`src/verilog/ssfq_pkg.sv`:
```
/*
  Constants and types for the sensor sample queue: register offsets, field
  positions, reset values, queue geometry and the sample carrier.
  Assumes a single 10 MHz system clock and a host on a four-wire serial port.
*/
package ssfq_pkg;

  // register offsets
  localparam logic [6:0] ADDR_EVENT_SETUP = 7'h0b;
  localparam logic [6:0] ADDR_CONTROL_TWO = 7'h11;
  localparam logic [6:0] ADDR_CONTROL_THREE = 7'h12;
  localparam logic [6:0] ADDR_QUEUE_CONTROL = 7'h14;
  localparam logic [6:0] ADDR_QUEUE_STATE = 7'h26;
  localparam logic [6:0] ADDR_PRESS_XLOW = 7'h28;
  localparam logic [6:0] ADDR_PRESS_LOW = 7'h29;
  localparam logic [6:0] ADDR_PRESS_HIGH = 7'h2a;
  localparam logic [6:0] ADDR_TEMP_LOW = 7'h2b;
  localparam logic [6:0] ADDR_TEMP_HIGH = 7'h2c;

  // control_two fields
  localparam int CT2_QUEUE_EN_BIT = 6;
  localparam int CT2_STOP_THR_BIT = 5;
  localparam int CT2_ADDR_INC_BIT = 4;
  // control_three fields
  localparam int CT3_WTM_IRQ_BIT = 3;
  localparam int CT3_OVR_IRQ_BIT = 2;
  // queue_control fields: mode in [7:5], watermark in [4:0]
  localparam int QC_MODE_LSB = 5;
  // queue_state fields: flags in [7:6], level in [5:0]
  localparam int QS_WTM_BIT = 7;
  localparam int QS_OVR_BIT = 6;

  // reset values
  localparam logic [7:0] RST_EVENT_SETUP = 8'h00;
  localparam logic [7:0] RST_CONTROL_TWO = 8'h10;
  localparam logic [7:0] RST_CONTROL_THREE = 8'h00;
  localparam logic [7:0] RST_QUEUE_CONTROL = 8'h00;

  // queue geometry
  localparam int QUEUE_DEPTH = 32;
  localparam int PTR_W = 5;
  localparam int LVL_W = 6;
  localparam int SKID_DEPTH = 4;
  localparam logic [5:0] LVL_FULL = 6'h20;

  // mode codes
  localparam logic [2:0] MODE_BYPASS = 3'h0;
  localparam logic [2:0] MODE_STOP = 3'h1;
  localparam logic [2:0] MODE_STREAM = 3'h2;
  localparam logic [2:0] MODE_STR_STOP = 3'h3;
  localparam logic [2:0] MODE_BYP_STR = 3'h4;
  localparam logic [2:0] MODE_DYN = 3'h6;
  localparam logic [2:0] MODE_BYP_STOP = 3'h7;

  // effective behaviour after interrupt-active switching
  typedef enum logic [1:0] {
    EM_BYPASS = 2'h0,
    EM_STOP = 2'h1,
    EM_STREAM = 2'h3,
    EM_DYN = 2'h2
  } ssfq_eff_t;

  // serial port states, gray along idle -> command -> data
  typedef enum logic [1:0] {
    SP_IDLE = 2'h0,
    SP_CMD = 2'h1,
    SP_DATA = 2'h3
  } ssfq_spi_t;

  // one measurement: pressure word then temperature word
  typedef struct packed {
    logic [23:0] press;
    logic [15:0] temp;
  } ssfq_sample_t;

endpackage : ssfq_pkg

```
`src/verilog/ssfq_top.sv`:
```
/*
  Sensor sample queue: 4-deep input skid buffer, 32-entry sample queue with
  seven modes, status flags, data-ready output and a four-wire serial slave
  (mode 3, MSB first, bit 7 of the command byte = read) for register access.
  Assumes samples arrive on sys_clk_in and serial pins are asynchronous.
*/
`timescale 1ns/100ps

module ssfq_skid #(
  parameter int WIDTH = 40,
  parameter int DEPTH = ssfq_pkg::SKID_DEPTH
) (
  input wire logic clk_in,
  input wire logic rst_in,
  input wire logic [WIDTH-1:0] in_data_in,
  input wire logic in_valid_in,
  output logic in_ready_out,
  output logic [WIDTH-1:0] out_data_out,
  output logic out_valid_out,
  input wire logic out_ready_in
);
  localparam int AW = $clog2(DEPTH);
  logic [WIDTH-1:0] buf_mem [DEPTH];
  logic [AW-1:0] wr_ptr_ff;
  logic [AW-1:0] rd_ptr_ff;
  logic [AW:0] count_ff;
  logic ready_ff;
  wire push = in_valid_in && ready_ff;
  wire pop = out_valid_out && out_ready_in;
  wire [AW:0] nxt_count = count_ff + (AW+1)'(push) - (AW+1)'(pop);

  assign in_ready_out = ready_ff;
  assign out_valid_out = (count_ff != '0);
  assign out_data_out = buf_mem[rd_ptr_ff];

  // ready is registered so the source sees an honest full
  always_ff @(posedge clk_in or posedge rst_in) begin
    if (rst_in) begin
      wr_ptr_ff <= '0;
      rd_ptr_ff <= '0;
      count_ff <= '0;
      ready_ff <= 1'b1;
    end else begin
      wr_ptr_ff <= push ? AW'((wr_ptr_ff + 1'b1) % DEPTH) : wr_ptr_ff;
      rd_ptr_ff <= pop ? AW'((rd_ptr_ff + 1'b1) % DEPTH) : rd_ptr_ff;
      count_ff <= nxt_count;
      ready_ff <= (nxt_count != (AW+1)'(DEPTH));
    end
  end

  // storage without reset
  always_ff @(posedge clk_in) begin
    if (push) begin
      buf_mem[wr_ptr_ff] <= in_data_in;
    end
  end
endmodule : ssfq_skid

module ssfq_top (
  input wire logic sys_clk_in,
  input wire logic sys_rst_in,
  input wire logic spi_cs_n_in,
  input wire logic spi_clk_in,
  input wire logic spi_sdi_in,
  output logic spi_sdo_out,
  output logic spi_sdo_oe_out,
  input wire ssfq_pkg::ssfq_sample_t sample_in,
  input wire logic sample_valid_in,
  output logic sample_ready_out,
  input wire logic interrupt_active_flag_in,
  output logic data_ready_irq_out
);

  // registers
  logic [7:0] event_setup_ff;
  logic [7:0] control_two_ff;
  logic [7:0] control_three_ff;
  logic [7:0] queue_control_ff;
  ssfq_pkg::ssfq_sample_t out_ff;
  // queue state
  logic [39:0] queue_mem [ssfq_pkg::QUEUE_DEPTH];
  logic [ssfq_pkg::PTR_W-1:0] wr_ptr_ff;
  logic [ssfq_pkg::PTR_W-1:0] rd_ptr_ff;
  logic [ssfq_pkg::LVL_W-1:0] level_ff;
  logic retain_ff;
  logic overrun_flag_ff;
  logic watermark_flag_ff;
  logic irq_ff;
  logic reload_ff;
  // serial port
  logic [2:0] cs_sync_ff;
  logic [2:0] clk_sync_ff;
  logic [1:0] sdi_sync_ff;
  ssfq_pkg::ssfq_spi_t spi_state_ff;
  logic [2:0] bit_cnt_ff;
  logic [6:0] shift_ff;
  logic [7:0] tx_ff;
  logic rw_ff;
  logic [6:0] addr_ff;
  logic sdo_ff;
  logic sdo_oe_ff;

  // effective behaviour from enable, mode code and interrupt-active
  function automatic ssfq_pkg::ssfq_eff_t eff_mode(input logic en, input logic [2:0] code, input logic ia);
    ssfq_pkg::ssfq_eff_t m;
    m = ssfq_pkg::EM_BYPASS;
    if (!en) m = ssfq_pkg::EM_BYPASS;
    else if (code == ssfq_pkg::MODE_STOP) m = ssfq_pkg::EM_STOP;
    else if (code == ssfq_pkg::MODE_STREAM) m = ssfq_pkg::EM_STREAM;
    else if (code == ssfq_pkg::MODE_DYN) m = ssfq_pkg::EM_DYN;
    else if (code == ssfq_pkg::MODE_STR_STOP) m = ia ? ssfq_pkg::EM_STOP : ssfq_pkg::EM_STREAM;
    else if (code == ssfq_pkg::MODE_BYP_STR) m = ia ? ssfq_pkg::EM_STREAM : ssfq_pkg::EM_BYPASS;
    else if (code == ssfq_pkg::MODE_BYP_STOP) m = ia ? ssfq_pkg::EM_STOP : ssfq_pkg::EM_BYPASS;
    return m;
  endfunction : eff_mode

  // next sub-address; the output window wraps so bursts cycle entries
  function automatic logic [6:0] next_addr(input logic [6:0] a, input logic inc);
    if (!inc) return a;
    if (a == ssfq_pkg::ADDR_TEMP_HIGH) return ssfq_pkg::ADDR_PRESS_XLOW;
    return 7'(a + 7'h01);
  endfunction : next_addr

  // field decode
  wire queue_en = control_two_ff[ssfq_pkg::CT2_QUEUE_EN_BIT];
  wire stop_at_threshold = control_two_ff[ssfq_pkg::CT2_STOP_THR_BIT];
  wire addr_inc = control_two_ff[ssfq_pkg::CT2_ADDR_INC_BIT];
  wire watermark_irq_enable = control_three_ff[ssfq_pkg::CT3_WTM_IRQ_BIT];
  wire overrun_irq_enable = control_three_ff[ssfq_pkg::CT3_OVR_IRQ_BIT];
  wire [2:0] queue_mode_code = queue_control_ff[7:ssfq_pkg::QC_MODE_LSB];
  wire [4:0] watermark_level = queue_control_ff[4:0];
  wire ssfq_pkg::ssfq_eff_t em = eff_mode(queue_en, queue_mode_code, interrupt_active_flag_in);
  wire in_bypass = (em == ssfq_pkg::EM_BYPASS);

  // serial edge detection on synchronised pins; first stages feed only second stages
  wire cs_active = !cs_sync_ff[1];
  wire spc_rise = clk_sync_ff[1] && !clk_sync_ff[2];
  wire spc_fall = !clk_sync_ff[1] && clk_sync_ff[2];
  wire [7:0] rx_byte = {shift_ff, sdi_sync_ff[1]};
  wire byte_done = cs_active && spc_rise && (bit_cnt_ff == 3'h7);
  wire cmd_done = byte_done && (spi_state_ff == ssfq_pkg::SP_CMD);
  wire data_done = byte_done && (spi_state_ff == ssfq_pkg::SP_DATA);
  wire reg_wr = data_done && !rw_ff;
  wire entry_read = data_done && rw_ff && (addr_ff == ssfq_pkg::ADDR_TEMP_HIGH);

  // queue control terms
  wire [ssfq_pkg::LVL_W-1:0] cap = stop_at_threshold ? 6'({1'b0, watermark_level} + 6'h01) :
                                   ssfq_pkg::LVL_FULL;
  wire full = (level_ff >= cap);
  wire pop = entry_read && !in_bypass && (level_ff != '0);
  wire keep_last = pop && (em == ssfq_pkg::EM_STREAM) && (level_ff == 6'h01);
  wire ssfq_pkg::ssfq_sample_t skid_data;
  wire skid_valid;
  wire skid_take_ok = !pop; // a pop cycle stalls the input path
  wire take = skid_valid && skid_take_ok;
  wire store = take && !in_bypass && !(em == ssfq_pkg::EM_STOP && full);
  wire overwrite = store && full;
  // only plain stream counts the retained entry; other modes count new samples alone
  wire [ssfq_pkg::LVL_W-1:0] bump = (retain_ff && em == ssfq_pkg::EM_STREAM) ? 6'h02 : 6'h01;
  wire [ssfq_pkg::LVL_W-1:0] nxt_level = in_bypass ? '0 :
                                         (store && !overwrite) ? 6'(level_ff + bump) :
                                         pop ? 6'(level_ff - 6'h01) : level_ff;

  ssfq_skid #(.WIDTH(40), .DEPTH(ssfq_pkg::SKID_DEPTH)) u_skid (
    .clk_in(sys_clk_in),
    .rst_in(sys_rst_in),
    .in_data_in(sample_in),
    .in_valid_in(sample_valid_in),
    .in_ready_out(sample_ready_out),
    .out_data_out(skid_data),
    .out_valid_out(skid_valid),
    .out_ready_in(skid_take_ok)
  );

  // queue pointers, level and flags; bypass empties everything
  always_ff @(posedge sys_clk_in or posedge sys_rst_in) begin
    if (sys_rst_in) begin
      wr_ptr_ff <= '0;
      rd_ptr_ff <= '0;
      level_ff <= '0;
      retain_ff <= 1'b0;
      overrun_flag_ff <= 1'b0;
      watermark_flag_ff <= 1'b0;
      irq_ff <= 1'b0;
      reload_ff <= 1'b0;
    end else begin
      level_ff <= nxt_level;
      reload_ff <= pop;
      if (in_bypass) begin
        wr_ptr_ff <= '0;
        rd_ptr_ff <= '0;
        retain_ff <= 1'b0;
        overrun_flag_ff <= 1'b0;
      end else begin
        if (store) wr_ptr_ff <= 5'(wr_ptr_ff + 5'h01);
        // a retained entry is dropped once the mode is no longer plain stream
        if (overwrite || (pop && !keep_last) || (retain_ff && em != ssfq_pkg::EM_STREAM)) begin
          rd_ptr_ff <= 5'(rd_ptr_ff + 5'h01);
        end
        if (keep_last) retain_ff <= 1'b1;
        else if (store || em != ssfq_pkg::EM_STREAM) retain_ff <= 1'b0;
        // set wins over the clear by a read
        if (overwrite) overrun_flag_ff <= 1'b1;
        else if (pop) overrun_flag_ff <= 1'b0;
      end
      watermark_flag_ff <= (watermark_level != 5'h00) && (nxt_level >= {1'b0, watermark_level});
      irq_ff <= (watermark_flag_ff && watermark_irq_enable) || (overrun_flag_ff && overrun_irq_enable);
    end
  end

  // entry storage, no reset needed
  always_ff @(posedge sys_clk_in) begin
    if (store) queue_mem[wr_ptr_ff] <= skid_data;
  end

  // output window: direct in bypass, even mid-transfer; else oldest entry, held mid-transfer except a reload after each pop so entry bytes match
  always_ff @(posedge sys_clk_in or posedge sys_rst_in) begin
    if (sys_rst_in) begin
      out_ff <= '0;
    end else if (in_bypass) begin
      if (take) out_ff <= skid_data;
    end else if (!cs_active || reload_ff) begin
      out_ff <= queue_mem[rd_ptr_ff];
    end
  end

  // register read mux
  logic [7:0] rd_byte;
  always_comb begin
    if (addr_ff == ssfq_pkg::ADDR_EVENT_SETUP) rd_byte = event_setup_ff;
    else if (addr_ff == ssfq_pkg::ADDR_CONTROL_TWO) rd_byte = control_two_ff;
    else if (addr_ff == ssfq_pkg::ADDR_CONTROL_THREE) rd_byte = control_three_ff;
    else if (addr_ff == ssfq_pkg::ADDR_QUEUE_CONTROL) rd_byte = queue_control_ff;
    else if (addr_ff == ssfq_pkg::ADDR_QUEUE_STATE) rd_byte = {watermark_flag_ff, overrun_flag_ff, level_ff};
    else if (addr_ff == ssfq_pkg::ADDR_PRESS_XLOW) rd_byte = out_ff.press[7:0];
    else if (addr_ff == ssfq_pkg::ADDR_PRESS_LOW) rd_byte = out_ff.press[15:8];
    else if (addr_ff == ssfq_pkg::ADDR_PRESS_HIGH) rd_byte = out_ff.press[23:16];
    else if (addr_ff == ssfq_pkg::ADDR_TEMP_LOW) rd_byte = out_ff.temp[7:0];
    else if (addr_ff == ssfq_pkg::ADDR_TEMP_HIGH) rd_byte = out_ff.temp[15:8];
    else rd_byte = 8'h00;
  end

  // writable registers
  always_ff @(posedge sys_clk_in or posedge sys_rst_in) begin
    if (sys_rst_in) begin
      event_setup_ff <= ssfq_pkg::RST_EVENT_SETUP;
      control_two_ff <= ssfq_pkg::RST_CONTROL_TWO;
      control_three_ff <= ssfq_pkg::RST_CONTROL_THREE;
      queue_control_ff <= ssfq_pkg::RST_QUEUE_CONTROL;
    end else if (reg_wr) begin
      if (addr_ff == ssfq_pkg::ADDR_EVENT_SETUP) event_setup_ff <= rx_byte;
      else if (addr_ff == ssfq_pkg::ADDR_CONTROL_TWO) control_two_ff <= rx_byte;
      else if (addr_ff == ssfq_pkg::ADDR_CONTROL_THREE) control_three_ff <= rx_byte;
      else if (addr_ff == ssfq_pkg::ADDR_QUEUE_CONTROL) queue_control_ff <= rx_byte;
    end
  end

  // pin synchronisers
  always_ff @(posedge sys_clk_in or posedge sys_rst_in) begin
    if (sys_rst_in) begin
      cs_sync_ff <= 3'h7;
      clk_sync_ff <= 3'h7;
      sdi_sync_ff <= 2'h0;
    end else begin
      cs_sync_ff <= {cs_sync_ff[1:0], spi_cs_n_in};
      clk_sync_ff <= {clk_sync_ff[1:0], spi_clk_in};
      sdi_sync_ff <= {sdi_sync_ff[0], spi_sdi_in};
    end
  end

  // serial slave: sample on rising, shift out on falling
  always_ff @(posedge sys_clk_in or posedge sys_rst_in) begin
    if (sys_rst_in) begin
      spi_state_ff <= ssfq_pkg::SP_IDLE;
      bit_cnt_ff <= 3'h0;
      shift_ff <= 7'h00;
      tx_ff <= 8'h00;
      rw_ff <= 1'b0;
      addr_ff <= 7'h00;
      sdo_ff <= 1'b0;
      sdo_oe_ff <= 1'b0;
    end else if (!cs_active) begin
      spi_state_ff <= ssfq_pkg::SP_IDLE;
      bit_cnt_ff <= 3'h0;
      sdo_oe_ff <= 1'b0;
    end else begin
      case (spi_state_ff)
        ssfq_pkg::SP_IDLE: begin
          spi_state_ff <= ssfq_pkg::SP_CMD;
        end
        ssfq_pkg::SP_CMD: begin
          if (cmd_done) begin
            rw_ff <= rx_byte[7];
            addr_ff <= rx_byte[6:0];
            spi_state_ff <= ssfq_pkg::SP_DATA;
          end
        end
        default: begin
          if (data_done) addr_ff <= next_addr(addr_ff, addr_inc);
        end
      endcase
      if (spc_rise) begin
        shift_ff <= rx_byte[6:0];
        bit_cnt_ff <= 3'(bit_cnt_ff + 3'h1);
      end
      sdo_oe_ff <= (spi_state_ff == ssfq_pkg::SP_DATA) && rw_ff;
      if (spc_fall && spi_state_ff == ssfq_pkg::SP_DATA && rw_ff) begin
        if (bit_cnt_ff == 3'h0) begin
          sdo_ff <= rd_byte[7];
          tx_ff <= {rd_byte[6:0], 1'b0};
        end else begin
          sdo_ff <= tx_ff[7];
          tx_ff <= {tx_ff[6:0], 1'b0};
        end
      end
    end
  end

  assign spi_sdo_out = sdo_ff;
  assign spi_sdo_oe_out = sdo_oe_ff;
  assign data_ready_irq_out = irq_ff;
endmodule : ssfq_top

```
`config.mk`:
```
export PLATFORM = sky130hd
export DESIGN_NAME = ssfq_top
export DESIGN_NICKNAME = d
export VERILOG_FILES = /design/src/verilog/ssfq_pkg.sv /design/src/verilog/ssfq_top.sv
export SDC_FILE = /design/constraint.sdc
export NUM_CORES = 2
export LEC_CHECK = 0
export BUFFER_PORTS_ARGS = -buffer_cell sky130_fd_sc_hd__buf_2
export CAP_MARGIN = 10
export CORE_ASPECT_RATIO = 0.6
export CORE_MARGIN = 2
export CORE_UTILIZATION = 63
export DETAILED_ROUTE_END_ITERATION = 8
export PLACE_DENSITY = 0.79
export SLEW_MARGIN = 20
export SYNTH_ARGS = -nofsm -noshare
export SYNTH_HDL_FRONTEND = slang
export SYNTH_HIERARCHICAL = 1
export SYNTH_SLANG_ARGS = --single-unit
export TNS_END_PERCENT = 100
```
`constraint.sdc`:
```
create_clock -name sys_clk_in -period 6.9 [get_ports sys_clk_in]
set_clock_uncertainty 0.05 [all_clocks]
set_input_delay 2.07 -clock sys_clk_in [delete_from_list [all_inputs] [get_ports sys_clk_in]]
set_output_delay 2.07 -clock sys_clk_in [all_outputs]
set_load 0.05 [all_outputs]
```
After elaboration in Yosys (flattened, before gate mapping). Memory sizes are Yosys's and may differ from the RTL's. Index checks and enable logic that the tools add are counted.

Logic and storage cells: 210. Memory bits (writable): 1440. Memories: 2. Bits in registers: 138.

Add/sub/neg operators: 11. Equal/unequal tests: 27. Order comparisons: 2. Reductions and logical operators: 68. Bitwise gates (word level): 5. Multiplexer cells: 66.

Memory list: queue_mem (words 32, bits a word 40, read ports 1, clocked after memory_dff 0, wr ports 1, RTL line ssfq_top.sv:81) `logic [39:0] queue_mem [ssfq_pkg::QUEUE_DEPTH];`; u_skid.buf_mem (words 4, bits a word 40, read ports 1, clocked after memory_dff 0, wr ports 1, RTL line ssfq_top.sv:23) `logic [WIDTH-1:0] buf_mem [DEPTH];`.

Operators by type and width (count): 2-to-1 mux 40 bit (3); 2-to-1 mux 8 bit (11); equality test 7 x 6 -> 1 bit, second input constant (6); 2-to-1 mux 7 bit (6); logical AND 1 bit (29); 2-to-1 mux 6 bit (4); 2-to-1 mux 1 bit (23); 2-to-1 mux 2 bit (11); equality test 7 x 5 -> 1 bit, second input constant (3); 2-to-1 mux 5 bit (4); one-hot mux 7 bit (2 select lines) (1); equality test 3 bit, second input constant (4); nonzero test 3 bit (4); adder 5 x 1 -> 5 bit, second input constant (2); AND reduction 2 bit (5); nonzero test 2 bit (5); zero test 1 bit (9); AND reduction 4 bit (2); adder 7 x 1 -> 7 bit, second input constant (1); equality test 7 x 4 -> 1 bit, second input constant (1); adder 5 x 1 -> 6 bit, second input constant (1); adder 6 x 2 -> 6 bit (1); equality test 3 x 2 -> 1 bit, second input constant (2); equality test 6 x 1 -> 1 bit, second input constant (1); 24 further kinds (40).

Logic depth before layout (Yosys ltp).
Word-level depth: 23. Mapped depth: 18. Mapped depth without buffers: 17.

Hierarchy. Netlist, hierarchy kept.

By module, submodules not included: ssfq_top (sequential area each 41672.5 um^2, cells an instance 2630, times used 1, area each 55756.0 um^2); ssfq_skid (sequential area each 5006.1 um^2, cells an instance 246, times used 1, area each 6267.3 um^2).

Worst setup path after synthesis. OpenSTA, ideal clock, no wires.

Path kind: input to register. From: in interrupt_active_flag_in. To: mem queue_mem[28][0], enable pin. Stages: 6. Library setup time: 0.438 ns. Required time: 6.412 ns. Arrival time: 4.763 ns. Setup slack: 1.650 ns. Path through: a211oi_1 > o21ai_1 > nand2_1 > a211oi_2 > nand2_1 > nor2_1.

Word-level cells in the longest chain between the ends: 18.

RTL lines: from (decl) (RTL line ssfq_top.sv:70) `input wire logic interrupt_active_flag_in,`; 2-to-1 mux 1 bit (2 in series) (RTL line ssfq_top.sv:113) `else if (code == ssfq_pkg::MODE_BYP_STOP) m = ia ? ssfq_pkg::EM_STOP : ssfq_pkg::EM_BYPASS;`; 2-to-1 mux 2 bit (RTL line ssfq_top.sv:112) `else if (code == ssfq_pkg::MODE_BYP_STR) m = ia ? ssfq_pkg::EM_STREAM : ssfq_pkg::EM_BYPASS;`; 2-to-1 mux 2 bit (*) (RTL line ssfq_top.sv:111) `else if (code == ssfq_pkg::MODE_STR_STOP) m = ia ? ssfq_pkg::EM_STOP : ssfq_pkg::EM_STREAM;`; 2-to-1 mux 2 bit (*) (RTL line ssfq_top.sv:110) `else if (code == ssfq_pkg::MODE_DYN) m = ssfq_pkg::EM_DYN;`; 2-to-1 mux 2 bit (*) (RTL line ssfq_top.sv:109) `else if (code == ssfq_pkg::MODE_STREAM) m = ssfq_pkg::EM_STREAM;`; 2-to-1 mux 2 bit (*) (RTL line ssfq_top.sv:108) `else if (code == ssfq_pkg::MODE_STOP) m = ssfq_pkg::EM_STOP;`; 2-to-1 mux 2 bit (*) (RTL line ssfq_top.sv:107) `if (!en) m = ssfq_pkg::EM_BYPASS;`; zero test 2 bit (RTL line ssfq_top.sv:133) `wire in_bypass = (em == ssfq_pkg::EM_BYPASS);`; zero test 1 bit (RTL line ssfq_top.sv:150, ssfq_top.sv:156); logical AND 1 bit (2 in series) (RTL line ssfq_top.sv:150) `wire pop = entry_read && !in_bypass && (level_ff != '0);`; zero test 1 bit (RTL line ssfq_top.sv:154) `wire skid_take_ok = !pop;`; logical AND 1 bit (RTL line ssfq_top.sv:155) `wire take = skid_valid && skid_take_ok;`; logical AND 1 bit (RTL line ssfq_top.sv:156) `wire store = take && !in_bypass && !(em == ssfq_pkg::EM_STOP && full);`; logical AND 1 bit (*) (RTL line ssfq_top.sv:156); 2-to-1 mux 1 bit (*) (RTL line ssfq_top.sv:213) `if (store) queue_mem[wr_ptr_ff] <= skid_data;`; 2-to-1 mux 1 bit (not written as such) (*) (RTL line ssfq_top.sv:213); to (decl) (RTL line ssfq_top.sv:81).

Every way passes the cells marked *; elsewhere a longest branch is shown, timed or not.

Final worst setup path.
From: in interrupt_active_flag_in. To: reg watermark_flag_ff.

Word-level cells in the longest chain between the ends: 23.

RTL lines: 2-to-1 mux 1 bit (2 in series) (RTL line ssfq_top.sv:113); 2-to-1 mux 2 bit (RTL line ssfq_top.sv:112); 2-to-1 mux 2 bit (*) (RTL line ssfq_top.sv:111); 2-to-1 mux 2 bit (*) (RTL line ssfq_top.sv:110); 2-to-1 mux 2 bit (*) (RTL line ssfq_top.sv:109); 2-to-1 mux 2 bit (*) (RTL line ssfq_top.sv:108); 2-to-1 mux 2 bit (*) (RTL line ssfq_top.sv:107); parallel branches: the longest is 12 deep, another holds adder 6 x 2 -> 6 bit; 2-to-1 mux 6 bit (*) (RTL line ssfq_top.sv:160) `wire [ssfq_pkg::LVL_W-1:0] nxt_level = in_bypass ? '0 :`; named net nxt_level (one bit) (RTL line ssfq_top.sv:160); >= comparator 6 x 5 -> 1 bit (*) (RTL line ssfq_top.sv:206) `watermark_flag_ff <= (watermark_level != 5'h00) && (nxt_level >= {1'b0, watermark_level});`; logical AND 1 bit (*) (RTL line ssfq_top.sv:206); to (signal assigned) (RTL line ssfq_top.sv:206); to (decl) (RTL line ssfq_top.sv:87) `logic watermark_flag_ff;`.

Mark *: on every way through the listed nets, which the timed path passes. A chain may end at the register's enable or synchronous reset.

==> flow_summary.yaml <==
run_status:
  status: "finished clean"
synth:
  synth-edff-count: 1440
  netlist_area_um2: 62020
  synth_seq_area_share_pct: 75.26
  post-synth-top-area-fraction_pct: 69.72
  synth_top_cells_by_area: "edfxtp_1, mux4_2, dfrtp_1"
  post-synth-top-count-cell: "edfxtp_1"
  ys_top_cells_by_count: "edfxtp_1, mux4_2, dfrtp_1, nand2_1, o21ai_1"
  syn_area_per_cell_um2: 21.57
  postSynthCellCount: 2876
  yosysWarnings: 6
  synth_cell_types: 79
  synth_top_area_cell: "edfxtp_1"
  synth_flop_cell: "edfxtp_1"
  synth.ff_latch_count: 1577
  ys_async_sr_fraction_pct: 8.687
  syn_nets: 2961
power:
  cellPowerDensity_nw_per_um2: 341.7
  peakVddDrop_v: 0.0006548
  static-leakage-power_nw: 21.18
hold_path:
  min-delay-path-class: "reg2reg"
  min_delay_path_depth: 0
  hold_path_startpoint: "sdi_sync_ff[0]$_DFF_PP0_"
  timing.hold.worst_endpoint: "sdi_sync_ff[1]$_DFF_PP0_"
critical_path:
  reg2reg_launch_point: "queue_control_ff[0]$_DFFE_PP0P_"
  reg2reg_to: "queue_mem[18][36]$_DFFE_PP_"
  timing.reg2reg.worst_path_depth: 11
  worst-endpoint-arrival_ns: 5.25
  worst-path-max-fanout: 5
  worst_setup_path_end_kind: "register"
  crit_path_start_kind: "input port"
  worst_endpoint_required_time_ns: 7.48
  reg2reg_setup_slack_ns: 2.40
  setup_crit_path_kind: "in2reg"
cts:
  cts.sink_count: 1577
  ctsHtreeMaxLevel: 4
  cts.root.buffer_cell: "clkbuf_16"
  postCtsResizedCells: 0
  cts_hold_buffers: 0
  cts.clk_slew.worst_paths_ns: 0.06
  cts_buffer_depth: 3
  cts_made_buffers: 137
  cts_tree: "built"
  worst_skew_pair.late_latency_ns: 0.77
  post_cts.repair.setup_buffers: 0
layout:
  final_nets: 3050
  areaGrowthSynthToFinish_pct: 10.13
  n_antenna_cell: 0
  nFillCells: 5600
  drive_above_1_share_pct: 26.68
global_routing:
  grt_max_degree: 108
  number_of_antenna_violations_at_the_first_check_in_global_routing: 9
  wire_length_of_the_first_global_routing_pass_um: 224400
  grt_use_total_pct: 31.78
  grt_remaining_overflow: 0
  grt_pass1_vias: 30420
timing:
  final.period_utilization_pct: 67.59
  finalSetupViolCount: 0
  max_freq_mhz: 214.4
  final_critical_path_setup_slack_ns: 2.236
  timing.max_slew.rel_slack_pct: 23.56
  transition_time_of_the_tightest_slew_check_pin_ns: 1.147
  finalMaxSlewViolations: 0
  hold_violations: 0
  min_cycle_time_layout_ns: 4.664
  totalNegativeSetupSlack_ns: 0
  setup_repair_after_global_routing_missed_its_margin: "false"
placed_design:
  post-dp-hpwl_um: 93530
  place.gp.congestion: 0.9242
  place.port_buffers: 50
  dp_worst_setup_slack_ns: 1.521
route:
  drt-initial-drc-count: 5031
  vias_per_cell: 7.050
  routed_wl_um: 156000
  detail_route.drc_violations: 0
  routed-wl-met3_um: 26000
  route.antenna.remaining_nets: 0
  dr_total_vias: 30990
  drt-wirelength-per-cell_um: 35.48
  iteration_count_of_the_initial_detailed_routing_pass: 6
  dr.max_layer_used: "met5"
  detail_route.wirelength.met1_um: 60730
  met2RoutedLength_um: 66660
floorplan:
  design.die.area_um2: 101100
  floorplan.die.height_um: 247.0
  site_rows: 89
  design.core.area_um2: 97880
  die_x_um: 409.1
  io_pins: 51
  start_util_pct: 63.36
flow_run:
  max-cap-violations: 0
-- through the flow --
stage | power, W | hold WS, ns | std cells | utilization, % | instance area, µm²
global placement | 0.01553 | 0.2935 | 4144 | 65.30 | 63920
global route | 0.02389 | 0.3132 | 4396 | 69.78 | 68310
finish | 0.02334 | 0.3089 | 4396 | 69.78 | 68310
floorplan | 0.01421 | 0.2812 | 2876 | - | 62020
detailed placement | 0.01580 | 0.2973 | 4144 | 65.30 | 63920
CTS | 0.02329 | 0.3127 | 4395 | 69.75 | 68280
-- critical path, cell delays in order --
cell and delay [ns]:
buf_2 0.13, nor4bb_1 0.12, a211oi_1 0.47, inv_1 0.10
nand2_1 0.15, ha_1 0.20, inv_1 0.07, fa_1 0.40
nand2b_1 0.15, nor4_1 0.32, nor3_1 0.09, nor3_1 0.25
ha_1 0.29, nand2_1 0.06, nor2_1 0.03, a211oi_1 0.21
a31oi_1 0.12
-- cells in the final DEF, fill, tap and decap left out, types with 8 or more instances in the layout --
cell / netlist / layout
mux2_2: 9 / 9
ha_1: 36 / 36
bufinv_16: 0 / 8
a21oi_1: 20 / 20
nand3_1: 24 / 24
clkinvlp_4: 0 / 10
o21ai_0: 18 / 18
clkinv_1: 0 / 22
mux4_2: 438 / 439
o211ai_1: 11 / 11
buf_12: 4 / 9
clkinv_2: 0 / 24
buf_2: 23 / 50
or3_1: 11 / 11
buf_4: 21 / 47
inv_1: 30 / 29
dfrtp_1: 130 / 123
nor2_4: 0 / 32
clkbuf_1: 81 / 31
a22o_1: 8 / 8
nand2_1: 124 / 124
mux2i_1: 44 / 44
nor2_1: 67 / 35
o21ai_1: 98 / 97
clkbuf_16: 0 / 139
mux2_1: 33 / 33
nand2b_1: 11 / 11
a221oi_1: 25 / 25
edfxtp_1: 1440 / 1440
-- flip-flops by register name (all words and copies together), names as in the netlist, 2 cells and up --
signal / flops
control_two_ff: 8
spi_state_ff: 2
event_setup_ff: 8
queue_mem: 1280
cs_sync_ff: 2
tx_ff: 7
shift_ff: 7
addr_ff: 7
u_skid/rd_ptr_ff: 2
wr_ptr_ff: 5
sdi_sync_ff: 2
rd_ptr_ff: 5
level_ff: 6
clk_sync_ff: 3
bit_cnt_ff: 3
u_skid/count_ff: 3
u_skid/buf_mem: 160
u_skid/wr_ptr_ff: 2
queue_control_ff: 8
out_ff: 40
control_three_ff: 8
-- metal layers --
metal  vias up  GRT usage (%)
li1      12200              -
met5         -              0
met4         4          6.631
met1     16310          49.56
met3       198          12.06
met2      2279          43.40
-- kinds of logic (layout without fill, tap and decap cells) --
group                      after synthesis  count (layout)  synth area share, %
AOI/OAI and AO/OA                      232             232                2.409
xor gates and xnor gates                11              11               0.1775
adders and majority gates               38              38               0.7908
buffers and inverters                  186             387                1.479
DFF                                   1577            1577                75.26
muxes                                  526             526                17.46
and+or+nand+nor                        306             306                2.423
-- power by group --
group / switching, W / total (W) / internal, W
clock: 0.00351 / 0.00758 / 0.00407
combinational: 0.00263 / 0.00313 / 0.000505
sequential: 0.000287 / 0.0126 / 0.0123
total: 0.00642 / 0.0233 / 0.0169
-- how the worst max path moves through the flow --
stage	start	endpoint	slack, ns
after floorplan	sys_rst_in	addr_ff[0]$_DFFE_PP0P_	1.35
after global placement	interrupt_active_flag_in	watermark_flag_ff$_DFF_PP0_	1.42
after detailed placement	interrupt_active_flag_in	watermark_flag_ff$_DFF_PP0_	1.52
after CTS	interrupt_active_flag_in	watermark_flag_ff$_DFF_PP0_	2.31
after global routing	interrupt_active_flag_in	watermark_flag_ff$_DFF_PP0_	1.84
final	interrupt_active_flag_in	watermark_flag_ff$_DFF_PP0_	2.24
-- layout make-up --
class | count | area, µm² | area share (%)
sequential | 1577 | 46700 | 68.37
multi-input combinational | 1113 | 14700 | 21.52
clock buffer | 171 | 3608 | 5.283
tap | 1319 | 1650 | 2.416
timing repair buffer | 106 | 783.3 | 1.147
clock inverter | 80 | 747.0 | 1.094
inverter | 30 | 117.6 | 0.1722
No activity file was read; power rests on OpenSTA's default activity.
